### config.mk
export PLATFORM = sky130hd
export DESIGN_NAME = pdpr_top
export DESIGN_NICKNAME = d
export VERILOG_FILES = /design/src/pkg/pdpr_pkg.sv /design/src/design/pdpr_auto_ctl.sv /design/src/design/pdpr_pwr_seq.sv /design/src/design/pdpr_top.sv
export VERILOG_INCLUDE_DIRS = /design/src /design/src/pkg
export SDC_FILE = /design/constraint.sdc
export NUM_CORES = 1
export LEC_CHECK = 0
export BUFFER_PORTS_ARGS = -buffer_cell sky130_fd_sc_hd__buf_2
export CAP_MARGIN = 20
export CORE_UTILIZATION = 45
export CTS_BUF_LIST = sky130_fd_sc_hd__clkbuf_4
export DETAILED_ROUTE_END_ITERATION = 8
export GPL_ROUTABILITY_DRIVEN = 0
export PLACE_DENSITY = 0.73
export SLEW_MARGIN = 20
export SYNTH_ARGS = -nofsm -noshare
export SYNTH_HDL_FRONTEND = slang
export SYNTH_SLANG_ARGS = --single-unit
### constraint.sdc
create_clock -name clk_in -period 0.9 [get_ports clk_in]
set_input_delay 0.18 -clock clk_in [delete_from_list [all_inputs] [get_ports clk_in]]
set_output_delay 0.18 -clock clk_in [all_outputs]
set_load 0.1 [all_outputs]
### src/pkg/pdpr_regs.svh
/*
 * register offsets, field positions and reset values of the diagnostic
 * and power register slice.
 * assumes: included by bare name from the top design file, the checker and the bench.
 */
`ifndef PDPR_REGS_SVH
`define PDPR_REGS_SVH

// ------------------------------------------------------------------
// offsets
// ------------------------------------------------------------------
`define PDPR_ADDR_W 16
`define PDPR_DATA_W 16
`define PDPR_OFS_LOC_PAIR_A 16'h0180
`define PDPR_OFS_LOC_PAIR_B 16'h0181
`define PDPR_OFS_PEAK_POL 16'h018a
`define PDPR_OFS_SELF_MGD 16'h018b
`define PDPR_OFS_PWR_CTL 16'h018c
`define PDPR_OFS_NOISE 16'h0197

// ------------------------------------------------------------------
// fields
// ------------------------------------------------------------------
`define PDPR_POL_LSB 11
`define PDPR_POL_MSB 14
`define PDPR_SMC_AUTO_BIT 6
`define PDPR_SMC_RSV_HI_LSB 7
`define PDPR_SMC_RSV_HI_MSB 15
`define PDPR_SMC_RSV_LO_LSB 2
`define PDPR_SMC_RSV_LO_MSB 5
`define PDPR_SMC_SLEEP_EN_BIT 1
`define PDPR_SMC_LPS_EN_BIT 0
`define PDPR_PSC_SLEEP_REQ_BIT 1
`define PDPR_PSC_NORMAL_BIT 0
`define PDPR_PSC_RSV_LSB 2
`define PDPR_PSC_RSV_MSB 15
`define PDPR_NOISE_MSB 8
`define PDPR_NOISE_W 9

// ------------------------------------------------------------------
// reset values
// ------------------------------------------------------------------
`define PDPR_RST_SMC_RSV_HI 9'h000
`define PDPR_RST_SMC_RSV_LO 4'h6
`define PDPR_RST_SLEEP_EN 1'b1
`define PDPR_RST_LPS_EN 1'b0
`define PDPR_RST_PSC_RSV 14'h0000
`define PDPR_RST_NOISE 9'h000
`define PDPR_RST_WORD 16'h0000

`endif

### src/pkg/pdpr_pkg.sv
/*
 * types shared by the register slice and its power sequencer.
 * assumes: compiled before every design file.
 */
package pdpr_pkg;
    typedef enum logic [1:0] {
        PDPR_ST_NORMAL = 2'b00,
        PDPR_ST_LPS_TX = 2'b01,
        PDPR_ST_SLEEP = 2'b10,
        PDPR_ST_STANDBY = 2'b11
    } pdpr_pwr_state_t;
endpackage

### src/design/pdpr_auto_ctl.sv
/*
 * autonomous / managed mode holder with the read-once command bit.
 * assumes: strap level is stable around reset release; hit strobes are
 * one cycle long and come from the register decode.
 */
`timescale 1ns/1ps
`default_nettype none

module pdpr_auto_ctl (
    input wire logic clk_in,
    input wire logic reset_n_in,
    input wire logic strap_autonomous_in,
    input wire logic rd_hit_in,
    input wire logic wr_hit_in,
    input wire logic wr_bit_in,
    output logic autonomous_out,
    output logic cmd_read_out
);
    import pdpr_pkg::*;

    logic strap_taken_q;
    logic auto_q;
    logic consumed_q;

    // ------------------------------------------------------------------
    // strap capture and mode
    // ------------------------------------------------------------------
    always_ff @(posedge clk_in or negedge reset_n_in) begin
        if (!reset_n_in) begin
            strap_taken_q <= 1'b0;
        end else begin
            strap_taken_q <= 1'b1;
        end
    end

    always_ff @(posedge clk_in or negedge reset_n_in) begin
        if (!reset_n_in) begin
            auto_q <= 1'b0;
        end else if (!strap_taken_q) begin
            auto_q <= strap_autonomous_in;
        end else if (wr_hit_in && wr_bit_in) begin
            auto_q <= 1'b1;
        end
    end

    always_ff @(posedge clk_in or negedge reset_n_in) begin
        if (!reset_n_in) begin
            consumed_q <= 1'b0;
        end else if (strap_taken_q && (rd_hit_in || wr_hit_in)) begin
            consumed_q <= 1'b1;
        end
    end

    assign autonomous_out = auto_q;
    assign cmd_read_out = auto_q & strap_taken_q & ~consumed_q;
endmodule

`default_nettype wire

### src/design/pdpr_pwr_seq.sv
/*
 * power state sequencer: normal, lps transmission, sleep, standby.
 * assumes: negotiation-done and wake are one-cycle or level events from
 * the link logic, synchronous to clk_in.
 */
`timescale 1ns/1ps
`default_nettype none

module pdpr_pwr_seq (
    input wire logic clk_in,
    input wire logic reset_n_in,
    input wire logic sleep_req_in,
    input wire logic sleep_en_in,
    input wire logic normal_cmd_in,
    input wire logic lps_done_in,
    input wire logic wake_in,
    output pdpr_pkg::pdpr_pwr_state_t state_out,
    output logic standby_exit_out
);
    import pdpr_pkg::*;

    pdpr_pwr_state_t state_q;
    pdpr_pwr_state_t state_d;

    always_comb begin
        state_d = state_q;
        if (normal_cmd_in) begin
            state_d = PDPR_ST_NORMAL;
        end else begin
            unique case (state_q)
                PDPR_ST_NORMAL: begin
                    if (sleep_req_in) begin
                        state_d = PDPR_ST_LPS_TX;
                    end
                end
                PDPR_ST_LPS_TX: begin
                    if (lps_done_in) begin
                        state_d = sleep_en_in ? PDPR_ST_SLEEP : PDPR_ST_STANDBY;
                    end else if (!sleep_req_in) begin
                        state_d = PDPR_ST_NORMAL;
                    end
                end
                PDPR_ST_SLEEP: begin
                    if (wake_in) begin
                        state_d = PDPR_ST_NORMAL;
                    end
                end
                PDPR_ST_STANDBY: begin
                    if (wake_in) begin
                        state_d = PDPR_ST_NORMAL;
                    end
                end
            endcase
        end
    end

    always_ff @(posedge clk_in or negedge reset_n_in) begin
        if (!reset_n_in) begin
            state_q <= PDPR_ST_NORMAL;
        end else begin
            state_q <= state_d;
        end
    end

    assign state_out = state_q;
    assign standby_exit_out = (state_q == PDPR_ST_STANDBY) && (state_d == PDPR_ST_NORMAL);
endmodule

`default_nettype wire

### src/design/pdpr_top.sv
/*
 * diagnostic and power register slice of a single-pair ethernet phy:
 * echo peak polarity, self-managed control, power state control and
 * noise ratio readout, on a plain strobe register port.
 * assumes: reflectometry results, noise ratio and link events arrive
 * synchronous to clk_in; read data is taken one cycle after the strobe.
 */
// Our own choice: strobed register access.
// Behaviour
// - Bits 14 down to 11 of the polarity register give peaks four to one, 1 negative, 0 positive.
// - A peak type bit counts only when its location byte in pair a or pair b is nonzero.
// - Bit 6 of self-managed control selects autonomous when 1, and starts from the reset strap.
// - The autonomous command bit reads zero after its first read or write.
// - Managed operation is entered only by the reset strap, never by a write.
// - After lps negotiation the device goes to sleep when sleep enable is set, else to standby.
// - Lps code-groups are sent only while lps transmission enable is set.
// - Writing 1 to the sleep request bit makes the device send lps code-groups when lps transmission enable is set.
// - Writing 1 to the normal command bit forces the normal power state.
// - The normal command bit clears itself only on the standby to normal move.
// - The noise field, bits 8 to 0, holds ten times the ratio in dB; bits 15 to 9 read zero.
// - A location byte gives distance 1.5 times (value minus four) meters, zero meaning no peak.
`timescale 1ns/1ps
`default_nettype none
`include "pdpr_regs.svh"

module pdpr_top #(
    parameter int ADDR_W = `PDPR_ADDR_W,
    parameter int DATA_W = `PDPR_DATA_W
) (
    input wire logic clk_in,
    input wire logic reset_n_in,
    input wire logic [ADDR_W-1:0] reg_addr_in,
    input wire logic [DATA_W-1:0] reg_wdata_in,
    input wire logic reg_wr_in,
    input wire logic reg_rd_in,
    output logic [DATA_W-1:0] reg_rdata_out,
    input wire logic strap_autonomous_in,
    input wire logic [3:0] peak_type_in,
    input wire logic [15:0] loc_pair_a_in,
    input wire logic [15:0] loc_pair_b_in,
    input wire logic [`PDPR_NOISE_MSB:0] noise_ratio_in,
    input wire logic lps_done_in,
    input wire logic wake_in,
    output logic autonomous_out,
    output logic send_lps_out,
    output pdpr_pkg::pdpr_pwr_state_t power_state_out
);
    import pdpr_pkg::*;

    // ------------------------------------------------------------------
    // decode
    // ------------------------------------------------------------------
    logic hit_smc;
    logic hit_psc;
    logic wr_smc;
    logic wr_psc;
    logic rd_smc;

    assign hit_smc = (reg_addr_in == ADDR_W'(`PDPR_OFS_SELF_MGD));
    assign hit_psc = (reg_addr_in == ADDR_W'(`PDPR_OFS_PWR_CTL));
    assign wr_smc = reg_wr_in && hit_smc;
    assign wr_psc = reg_wr_in && hit_psc;
    assign rd_smc = reg_rd_in && hit_smc;

    // ------------------------------------------------------------------
    // result capture
    // ------------------------------------------------------------------
    logic [3:0] peak_type_q;
    logic [15:0] loc_a_q;
    logic [15:0] loc_b_q;
    logic [`PDPR_NOISE_MSB:0] noise_q;

    always_ff @(posedge clk_in or negedge reset_n_in) begin
        if (!reset_n_in) begin
            peak_type_q <= 4'h0;
            loc_a_q <= `PDPR_RST_WORD;
            loc_b_q <= `PDPR_RST_WORD;
        end else begin
            peak_type_q <= peak_type_in;
            loc_a_q <= loc_pair_a_in;
            loc_b_q <= loc_pair_b_in;
        end
    end

    always_ff @(posedge clk_in or negedge reset_n_in) begin
        if (!reset_n_in) begin
            noise_q <= `PDPR_RST_NOISE;
        end else begin
            noise_q <= noise_ratio_in;
        end
    end

    logic [3:0] peak_found;
    assign peak_found[0] = |loc_a_q[7:0];
    assign peak_found[1] = |loc_a_q[15:8];
    assign peak_found[2] = |loc_b_q[7:0];
    assign peak_found[3] = |loc_b_q[15:8];

    // ------------------------------------------------------------------
    // self-managed control
    // ------------------------------------------------------------------
    logic [8:0] smc_rsv_hi_q;
    logic [3:0] smc_rsv_lo_q;
    logic sleep_en_q;
    logic lps_en_q;
    logic auto_mode;
    logic auto_cmd_rd;

    pdpr_auto_ctl u_auto (
        .clk_in(clk_in),
        .reset_n_in(reset_n_in),
        .strap_autonomous_in(strap_autonomous_in),
        .rd_hit_in(rd_smc),
        .wr_hit_in(wr_smc),
        .wr_bit_in(reg_wdata_in[`PDPR_SMC_AUTO_BIT]),
        .autonomous_out(auto_mode),
        .cmd_read_out(auto_cmd_rd)
    );

    always_ff @(posedge clk_in or negedge reset_n_in) begin
        if (!reset_n_in) begin
            smc_rsv_hi_q <= `PDPR_RST_SMC_RSV_HI;
            smc_rsv_lo_q <= `PDPR_RST_SMC_RSV_LO;
            sleep_en_q <= `PDPR_RST_SLEEP_EN;
            lps_en_q <= `PDPR_RST_LPS_EN;
        end else if (wr_smc) begin
            smc_rsv_hi_q <= reg_wdata_in[`PDPR_SMC_RSV_HI_MSB:`PDPR_SMC_RSV_HI_LSB];
            smc_rsv_lo_q <= reg_wdata_in[`PDPR_SMC_RSV_LO_MSB:`PDPR_SMC_RSV_LO_LSB];
            sleep_en_q <= reg_wdata_in[`PDPR_SMC_SLEEP_EN_BIT];
            lps_en_q <= reg_wdata_in[`PDPR_SMC_LPS_EN_BIT];
        end
    end

    // ------------------------------------------------------------------
    // power state control
    // ------------------------------------------------------------------
    logic [13:0] psc_rsv_q;
    logic sleep_req_q;
    logic normal_cmd_q;
    logic standby_exit;
    pdpr_pwr_state_t pwr_state;

    always_ff @(posedge clk_in or negedge reset_n_in) begin
        if (!reset_n_in) begin
            psc_rsv_q <= `PDPR_RST_PSC_RSV;
            sleep_req_q <= 1'b0;
        end else if (wr_psc) begin
            psc_rsv_q <= reg_wdata_in[`PDPR_PSC_RSV_MSB:`PDPR_PSC_RSV_LSB];
            sleep_req_q <= reg_wdata_in[`PDPR_PSC_SLEEP_REQ_BIT];
        end
    end

    // self clear on standby exit, a write of 1 wins
    always_ff @(posedge clk_in or negedge reset_n_in) begin
        if (!reset_n_in) begin
            normal_cmd_q <= 1'b0;
        end else if (wr_psc) begin
            normal_cmd_q <= reg_wdata_in[`PDPR_PSC_NORMAL_BIT];
        end else if (standby_exit) begin
            normal_cmd_q <= 1'b0;
        end
    end

    pdpr_pwr_seq u_seq (
        .clk_in(clk_in),
        .reset_n_in(reset_n_in),
        .sleep_req_in(sleep_req_q),
        .sleep_en_in(sleep_en_q),
        .normal_cmd_in(normal_cmd_q),
        .lps_done_in(lps_done_in),
        .wake_in(wake_in),
        .state_out(pwr_state),
        .standby_exit_out(standby_exit)
    );

    // ------------------------------------------------------------------
    // outputs
    // ------------------------------------------------------------------
    logic send_lps_q;
    logic auto_out_q;

    always_ff @(posedge clk_in or negedge reset_n_in) begin
        if (!reset_n_in) begin
            send_lps_q <= 1'b0;
        end else begin
            send_lps_q <= lps_en_q && sleep_req_q && (pwr_state == PDPR_ST_LPS_TX);
        end
    end

    always_ff @(posedge clk_in or negedge reset_n_in) begin
        if (!reset_n_in) begin
            auto_out_q <= 1'b0;
        end else begin
            auto_out_q <= auto_mode;
        end
    end

    assign send_lps_out = send_lps_q;
    assign autonomous_out = auto_out_q;
    assign power_state_out = pwr_state;

    // ------------------------------------------------------------------
    // read path
    // ------------------------------------------------------------------
    logic [DATA_W-1:0] rdata_d;
    logic [DATA_W-1:0] rdata_q;

    always_comb begin
        rdata_d = DATA_W'(`PDPR_RST_WORD);
        if (reg_rd_in) begin
            unique case (reg_addr_in)
                ADDR_W'(`PDPR_OFS_LOC_PAIR_A): begin
                    rdata_d = DATA_W'(loc_a_q);
                end
                ADDR_W'(`PDPR_OFS_LOC_PAIR_B): begin
                    rdata_d = DATA_W'(loc_b_q);
                end
                ADDR_W'(`PDPR_OFS_PEAK_POL): begin
                    rdata_d[`PDPR_POL_MSB:`PDPR_POL_LSB] = peak_type_q & peak_found;
                end
                ADDR_W'(`PDPR_OFS_SELF_MGD): begin
                    rdata_d[`PDPR_SMC_RSV_HI_MSB:`PDPR_SMC_RSV_HI_LSB] = smc_rsv_hi_q;
                    rdata_d[`PDPR_SMC_AUTO_BIT] = auto_cmd_rd;
                    rdata_d[`PDPR_SMC_RSV_LO_MSB:`PDPR_SMC_RSV_LO_LSB] = smc_rsv_lo_q;
                    rdata_d[`PDPR_SMC_SLEEP_EN_BIT] = sleep_en_q;
                    rdata_d[`PDPR_SMC_LPS_EN_BIT] = lps_en_q;
                end
                ADDR_W'(`PDPR_OFS_PWR_CTL): begin
                    rdata_d[`PDPR_PSC_RSV_MSB:`PDPR_PSC_RSV_LSB] = psc_rsv_q;
                    rdata_d[`PDPR_PSC_SLEEP_REQ_BIT] = sleep_req_q;
                    rdata_d[`PDPR_PSC_NORMAL_BIT] = normal_cmd_q;
                end
                ADDR_W'(`PDPR_OFS_NOISE): begin
                    rdata_d[`PDPR_NOISE_MSB:0] = noise_q;
                end
                default: begin
                    rdata_d = DATA_W'(`PDPR_RST_WORD);
                end
            endcase
        end
    end

    always_ff @(posedge clk_in or negedge reset_n_in) begin
        if (!reset_n_in) begin
            rdata_q <= DATA_W'(`PDPR_RST_WORD);
        end else begin
            rdata_q <= rdata_d;
        end
    end

    assign reg_rdata_out = rdata_q;
endmodule

`default_nettype wire

# Word-level counts from Yosys, hierarchy flattened
# Cells that the tools add are included.
word_totals:
  ff_bits: 99
  input_bits: 84
  output_inout_bits: 20
  wordCells: 65
op_classes:
  n_eq_ne: 10
  mux: 16
  n_bitwise: 4
  reduce_logical: 17
ops:
  columns: ["op", "count"]
  rows:
  - ["== test 16 x 9 -> 1 bit (second input constant)", 6]
  - ["one-hot mux 9 bit (5 select lines)", 1]
  - ["OR reduction 8 bit", 4]
  - ["one-hot mux 4 bit (5 select lines)", 1]
  - ["two-way mux 16 bit", 1]
  - ["two-way mux 2 bit", 5]
  - ["logical AND 1 bit", 8]
  - ["one-hot mux 2 bit (4 select lines)", 1]
  - ["one-hot mux 2 bit (3 select lines)", 1]
  - ["two-way mux 1 bit", 5]
  - ["bitwise AND 4 bit", 1]
  - ["== test 2 bit (second input constant)", 2]
  - ["logical NOT 2 bit", 2]
  - ["one-hot mux 1 bit (4 select lines)", 1]
  - ["bitwise AND 1 bit", 2]
  - ["== test 2 x 1 -> 1 bit (second input constant)", 1]
  - ["inequality test 2 bit (second input constant)", 1]
  - ["nonzero test 2 bit", 1]
  - ["OR reduction 2 bit", 1]
  - ["logical OR 1 bit", 1]
  - ["inverter 1 bit", 1]

# Logic depth before layout (Yosys ltp)
# Gate-level depths: netlist of the first run.
logic_depth:
  depth_word: 8
  mapped_depth: 7
  ltp_nobuf: 4

# Modules after synthesis
# A second synthesis of the first run with hierarchy kept.
unflattened:
  hier_cells: 291
  hier_area_um2: 4038.9
by_module_without_submodules:
  columns: ["module", "instances", "cells_each", "area_each_um2", "seq_area_each_um2"]
  rows:
  - ["pdpr_top", 1, 269, 3816.2, 2356.0]
  - ["pdpr_auto_ctl", 1, 11, 111.4, 75.1]
  - ["pdpr_pwr_seq", 1, 11, 111.4, 50.0]

# Worst setup path after synthesis of the first run
# No wires, ideal clock.
synth_path:
  path_type: "input to register"
  start: "input port reg_addr_in[13]"
  end: "register psc_rsv_q[10]"
  setup_ps: 125
  arrival_ps: 1999
  required_time_ps: 775
  path_slack_ps: -1224
  path_stages: 7
  path_buffers: 3
  cell_sequence: "or4_1 -> buf_2 -> nor4_1 -> and2_1 -> buf_2 -> buf_2 -> mux2_2"
synth_between:
  elab_chain_len: 2
synth_rtl:
  columns: ["element", "line", "rtl"]
  rows:
  - ["start, declared", "pdpr_top.sv:32", "input wire logic [ADDR_W-1:0] reg_addr_in,"]
  - ["== test 16 x 9 -> 1 bit", "pdpr_top.sv:60", "assign hit_psc = (reg_addr_in == ADDR_W'(`PDPR_OFS_PWR_CTL));"]
  - ["logical AND 1 bit", "pdpr_top.sv:62", "assign wr_psc = reg_wr_in && hit_psc;"]
  - ["end signal, assigned", "pdpr_top.sv:145", "psc_rsv_q <= `PDPR_RST_PSC_RSV;"]
  - ["end signal, assigned", "pdpr_top.sv:148", "psc_rsv_q <= reg_wdata_in[`PDPR_PSC_RSV_MSB:`PDPR_PSC_RSV_LSB];"]
  - ["end, declared", "pdpr_top.sv:137", "logic [13:0] psc_rsv_q;"]
# No other way between the ends.
# A chain may end at the register's enable or synchronous reset.

# Worst setup path in the final report of the first run
layout_path:
  start: "input port reg_addr_in[10]"
  end: "register rdata_q[12] (netlist: reg_rdata_out[12])"
layout_between:
  elab_chain_len: 3
  word_cells_on_any_way: 7
  classes_between: "5 x eq/ne; 2 x mux"
layout_rtl:
  columns: ["element", "line", "rtl"]
  rows:
  - ["== test 16 x 9 -> 1 bit", "pdpr_top.sv:211", "unique case (reg_addr_in)"]
  - ["one-hot mux 4 bit (5 select lines) (*)", "pdpr_top.sv:211", null]
  - ["two-way mux 16 bit (*)", "pdpr_top.sv:210", "if (reg_rd_in) begin"]
  - ["via rdata_d[12]", "pdpr_top.sv:205", "logic [DATA_W-1:0] rdata_d;"]
  - ["end signal, assigned", "pdpr_top.sv:245", "rdata_q <= DATA_W'(`PDPR_RST_WORD);"]
  - ["end signal, assigned", "pdpr_top.sv:247", "rdata_q <= rdata_d;"]
  - ["end, declared", "pdpr_top.sv:206", "logic [DATA_W-1:0] rdata_q;"]
# The timed path passes the listed nets; every way through them passes the cells marked *.

==> flow_summary.ini, run 1 <==
[synth]
syn_nets = 361
synthCells = 277
syn_avg_cell_area_um2 = 14.0
ys_warn_count = 0
synth.distinct_cells = 43
yosysMostFrequentCell = dfrtp_1
synth_area_mm2 = 0.00387
yosysTopAreaCell = dfrtp_1
synth_edf_count = 0
synth_ff_type = dfrtp_1
synth_top_area_share_pct = 62.1
synth_common_cells = dfrtp_1, mux2_2, nand3_1
synthArstFlopShare_pct = 100
synth_area_leaders = dfrtp_1, mux2_2, a311oi_1, mux2_1, nand3_1
ys_ff_latch = 99
yosysSeqAreaShare_pct = 64.2

[final_layout]
fin_area_mm2 = 0.00638
final_core_util_pct = 77.3
instances_no_fill = 598
drive_above_1_share_pct = 55.2
areaGrowthSynthToFinish_pct = 65.1
diodes = 0
nets = 572

[worst_setup_path]
critPathLaunchType = input pin
crit_fanout = 13
slowest_delay_ns = 0.55
worst_ep_required_time_ns = 1.25
critPathKind = in2reg
critPathSlowestCell = or4b_4
cp_common_cell = buf_12
critPathCaptureType = flop
path_cells = buf_6 -> or4b_4 -> buf_4 -> nor4_4 -> buf_12 -> buf_12 -> a32oi_1 -> a311oi_1
arrival_ns = 2.02
ff2ff_setup_slack_ns = -0.36

[drt]
drtPass1Iterations = 4
dr.first_iter.drc_count = 347
wl_per_cell_um = 20.3
antenna_left = 0
vias = 3317
routed_via_density = 5.55
drc = 0
routed_wl_um = 12100

[global_routing]
first_global_vias = 3575
grt-busiest-layer = met2
grt_antenna_before_repair = 0
met3_usage_pct = 4.27
gr-usage-met1_pct = 38.0
grt_usage_pct = 28.8
grt_max_degree = 33
grt_util_met2_pct = 48.1
grt_first_pass_wirelength_um = 18900
grt.overflow.total = 0

[sta]
setup_viol = 72
drv_slew = 0
rsz0062_at_grt = true
layout_setup_ws_ns = -0.769
fin_skew_ns = 0.0275
whs_ns = -0.0146
period_minus_slack_ns = 1.67
hold_violations = 1
max_freq_ghz = 0.599
fin_crit_sh_pct = 185
fin_tns_setup_ns = -38.27

[status]
status = finished, violations left
violations = negative hold slack, negative setup slack

[place]
io_buffers = 103
post-place-ws_ns = -1.33
place_area_mm2 = 0.00516
post-place-cells = 508
hpwlAfterDp_um = 7160

[power]
p_per_area_mw_per_mm2 = 1210
power_switching_mw = 2.06
peakVddDrop_v = 0.00107
p_leak_nw = 2.82
p_comb_share_pct = 11.7
p_sw_share_pct = 26.6
p_clk_share_pct = 28.6
seqPwrFrac_pct = 59.8
cellInternalPower_mw = 5.68

[run]
max-cap-violations = 0

[floorplanning]
coreArea_mm2 = 0.00826
die_y_um = 94.7
design.portCount = 104
initial_utilization_pct = 46.8
rows = 33
die_width_um = 94.7
die_area_mm2 = 0.00897

[clock_network]
h-tree-depth = 3
cts_tree = yes
numClockSinks = 99
clk_pin_slew_ns = 0.18
clock_path_buffers = 2
cts_made_buffers = 9
root_buffer = clkbuf_4
clock_latency_ns = 0.47

[worst_hold_path]
holdCritPathClass = in2reg
## power groups by stage
stage	Sequential (mW)	Clock (mW)	Combinational (mW)
finish	4.63	2.21	0.904
global route	4.64	2.42	0.976
CTS	4.62	2.19	0.869
detailed placement	4.71	0	0.620
global placement	4.70	0	0.608
floorplan	4.71	0	0.149
## worst max-delay path: cells and delay by family
kind	cells	cell delay (ns)
compound gates	2	0.37
simple gates	2	0.90
buf+inv	4	0.55
## per-stage QoR
stage | hold slack, ns | power [mW]
floorplan | -0.116 | 4.86
global placement | 0.0630 | 5.31
detailed placement | 0.0657 | 5.33
CTS | 0.000755 | 7.68
global route | -0.00516 | 8.03
finish | -0.0146 | 7.74
## worst paths after layout
| check | from | end | cells after the start |
|---|---|---|---|
| worst max-delay path | reg_addr_in[10] | reg_rdata_out[12]$_DFF_PN0_ | 8 |
| worst min-delay path | lps_done_in | u_seq.state_out[1]$_DFF_PN0_ | 3 |
| worst max register to register | loc_a_q[11]$_DFF_PN0_ | reg_rdata_out[12]$_DFF_PN0_ | 4 |
| worst min register to register | u_auto.consumed_q$_DFFE_PN0P_ | u_auto.consumed_q$_DFFE_PN0P_ | 1 |
| max in group asynchronous | reset_n_in | loc_b_q[6]$_DFF_PN0_ | 3 |
| min in group asynchronous | reset_n_in | u_seq.state_out[0]$_DFF_PN0_ | 2 |
## repair_timing
| action | in CTS | in global routing |
|---|---|---|
| hold buffers | 63 | 0 |
| hold endpoints to repair | 176 | 0 |
| endpoints found under the setup margin | 72 | 72 |
| setup buffers | 8 | 3 |
| pin swaps | 18 | 15 |
| gates resized for setup | 62 | 18 |
| gates cloned | 2 | 0 |
## flip-flops by register name, summed over array words and instances, names as in the netlist, 2 cells and up
name / cells
noise_q: 9
smc_rsv_hi_q: 9
psc_rsv_q: 14
loc_a_q: 16
reg_rdata_out: 16
loc_b_q: 16
peak_type_q: 4
u_seq.state_out: 2
smc_rsv_lo_q: 4
## layout by cell type, fill, tap and decap left out, drive strengths merged, types with 5 or more instances in the layout
master and count:
a32oi 7, nand2 13, dfrtp 96, nor2 5, clkbuf 10, nor4 10
dlygate4sd3 63, inv 6, mux2 47, nand3 18, buf 151, nand4 5
a22oi 9, a311oi 13, a21oi 5
## cells by family (layout without fill, tap and decap cells)
logic type             after synthesis  after routing  synth area share, %
buffers and inverters               17            233                 2.07
other                                1              1               0.0970
XOR/XNOR                             1              1                0.227
multiplexers                        47             47                 13.7
flip-flops                          99             99                 64.2
AO/OA/AOI/OAI                       43             43                 8.71
AND/OR/NAND/NOR                     69             69                 11.0
## metal layers
metal	routed length, µm	up-vias
met4	373	0
li1	-	1472
met2	6280	175
met5	0	-
met3	811	30
met1	4670	1640
## layout make-up
| class | count | area, µm² |
|---|---|---|
| inverters | 2 | 7.51 |
| multi-input cells | 161 | 1590 |
| flip-flops and latches | 99 | 2510 |
| fillers | 468 | 1870 |
| clock inverters | 7 | 57.6 |
| well taps | 105 | 131 |
| clock buffers | 9 | 67.6 |
| repair buffers | 215 | 2020 |
Note: power is estimated with default switching activity, not from simulation.
==> inputs of run 2 (changes only) <==
Settings changed: PLACE_DENSITY 0.73 to 0.72, SYNTH_HIERARCHICAL set to 1.
==> run 2 against run 1 <==
  * Sequential cell count unchanged
  * Largest power group unchanged
  * Critical path depth decreased by 2
  * Sequential power about the same
  * Sequential share of layout area decreased by 0.49 points
  * Clock skew decreased by 0.0055 ns
  * The run ends with negative setup slack left
==> flow_summary.ini, run 2 <==
[floorplanning]
design.portCount = 104
die_area_mm2 = 0.00936
die_y_um = 96.7
coreArea_mm2 = 0.00872
die_width_um = 96.7
rows = 34
initial_utilization_pct = 46.3

[worst_setup_path]
crit_fanout = 4
arrival_ns = 1.82
worst_ep_required_time_ns = 1.22
r2r_cells = 4
path_delay_family = simple AND/OR/NAND/NOR gates
critPathLaunchType = input pin
cp.buffers_inverters = 2
critPathSlowestCell = or4b_4
critPathCaptureType = flop
critPathKind = in2reg
path_cells = buf_6 -> or4b_4 -> nor3_4 -> and3_4 -> clkbuf_16 -> mux2_1
cp.depth = 6
slowest_delay_ns = 0.57

[run]
max-cap-violations = 0

[clock_network]
root_buffer = clkbuf_4
cts_tree = yes
numClockSinks = 99
h-tree-depth = 3
clock_latency_ns = 0.43
clk_pin_slew_ns = 0.13
clock_path_buffers = 2
cts_made_buffers = 9

[drt]
antenna_left = 0
drtPass1Iterations = 6
routed_wl_um = 11300
routed_via_density = 5.43
drc = 0
vias = 3339
wl_per_cell_um = 18.4
dr.first_iter.drc_count = 234

[global_routing]
grt_antenna_before_repair = 0
grt_max_degree = 31
grt.overflow.total = 0
grt_first_pass_wirelength_um = 17800
grt_usage_pct = 24.6
first_global_vias = 3518

[final_layout]
nFillCells = 495
diodes = 0
drive_above_1_share_pct = 52.1
fin_area_mm2 = 0.00646
areaGrowthSynthToFinish_pct = 60.1
final_cell_mix = buf_2, dfrtp_1, dlygate4sd3_1
nets = 586
final_common_cell = buf_2

[synth]
syn_avg_cell_area_um2 = 13.9
synth_edf_count = 0
synthCells = 291
ys_warn_count = 6
ys_ff_latch = 99
synth_area_mm2 = 0.00404
yosysTopAreaCell = dfrtp_1
yosysSeqAreaShare_pct = 61.4
synth_top_area_share_pct = 59.5
yosysMostFrequentCell = dfrtp_1
synth.distinct_cells = 50
synth_common_cells = dfrtp_1, mux2_2, nand3_1
syn_nets = 375
synthArstFlopShare_pct = 100
synth_area_leaders = dfrtp_1, mux2_2, mux2_4, mux2_1, a22oi_1
synth_ff_type = dfrtp_1

[sta]
fin_skew_ns = 0.0220
fin_crit_sh_pct = 167
setup_viol = 72
drv_slew = 0
rsz0062_at_grt = true
period_minus_slack_ns = 1.51
layout_setup_ws_ns = -0.606
hold_violations = 0
max_freq_ghz = 0.664

[place]
io_buffers = 103
post-place-ws_ns = -1.06
place_area_mm2 = 0.00535
hpwlAfterDp_um = 7040

[status]
violations = negative setup slack
status = finished, violations left

[worst_hold_path]
hold_depth = 2
holdCritPathClass = in2reg

[power]
p_leak_nw = 2.91
p_per_area_mw_per_mm2 = 1300
peakVddDrop_v = 0.00113
==> run 2: cell count changes in the layout (fill, tap and decap cells not counted), moves of 5 or more <==
cell / change
a311oi_2: -11
a32oi_1: -6
a21oi_1: +9
and2_1: +5
nand2_1: -8
nand4_1: -5
mux2_2: -6
o21ai_0: +6
a31oi_1: +6
==> run 2: layout make-up <==
type	instances	area, µm²	area share [%]
tap	108	135	2.09
sequential	99	2510	38.8
clock buffer	11	82.6	1.28
inverter	1	3.75	0.0581
clock inverter	5	103	1.59
multi-input combinational	176	1640	25.4
timing repair buffer	215	1990	30.7
==> run 2: final timing paths <==
path / from / end / slack [ns]
setup / recovery: reg_addr_in[10] / smc_rsv_hi_q[6]$_DFFE_PN0P_ / -0.61
hold / removal: reg_wdata_in[7] / smc_rsv_hi_q[0]$_DFFE_PN0P_ / 0.04
setup reg to reg: loc_a_q[13]$_DFF_PN0_ / reg_rdata_out[12]$_DFF_PN0_ / -0.46
hold reg to reg: u_auto/autonomous_out$_DFFE_PN0P_ / autonomous_out$_DFF_PN0_ / 0.50
max in group asynchronous: reset_n_in / reg_rdata_out[7]$_DFF_PN0_ / 0.25
min in group asynchronous: reset_n_in / u_auto/autonomous_out$_DFFE_PN0P_ / 0.16
==> run 2: cell families (layout without fill, tap and decap cells) <==
kind of cell,count (synthesis),after routing,share of synthesized area (%)
DFF,99,99,61.4
and+or+nand+nor,77,77,13.4
AOI/OAI and AO/OA,51,51,8.18
muxes,47,47,14.0
buffers and inverters,16,232,2.85
other,1,1,0.0928
==> run 2: power by group <==
group	internal [mW]	switching, mW
combinational	0.511	0.392
clock	1.47	1.40
sequential	4.56	0.0640
==> run 2: what timing repair did <==
item	in CTS	in global routing
hold endpoints to repair	161	6
gates cloned	1	1
buffers inserted	3	1
endpoints found under the setup margin	71	72
hold buffers	58	4
pin swaps	8	2
resized for setup	41	11
==> run 2: layer usage <==
layer	part of all wire [%]	up-vias	global-route usage [%]
met5	0	-	0
met4	3.0	0	9.64
met3	5.5	32	4.34
met2	52	161	42.3
met1	40	1650	30.8
li1	-	1496	-
==> run 2: through the flow <==
step | power [mW] | instances | util (%) | TNS (ns) | hold WS, ns
floorplan | 4.89 | 291 | - | -42.55 | -0.116
global placement | 5.34 | 531 | 61.4 | -47.94 | 0.0932
detailed placement | 5.36 | 531 | 61.4 | -48.94 | 0.102
CTS | 8.40 | 609 | 72.7 | -32.13 | 0.00452
global route | 8.73 | 615 | 74.1 | -34.96 | 0.00618
finish | 8.40 | 615 | 74.1 | -33.78 | 0.0414
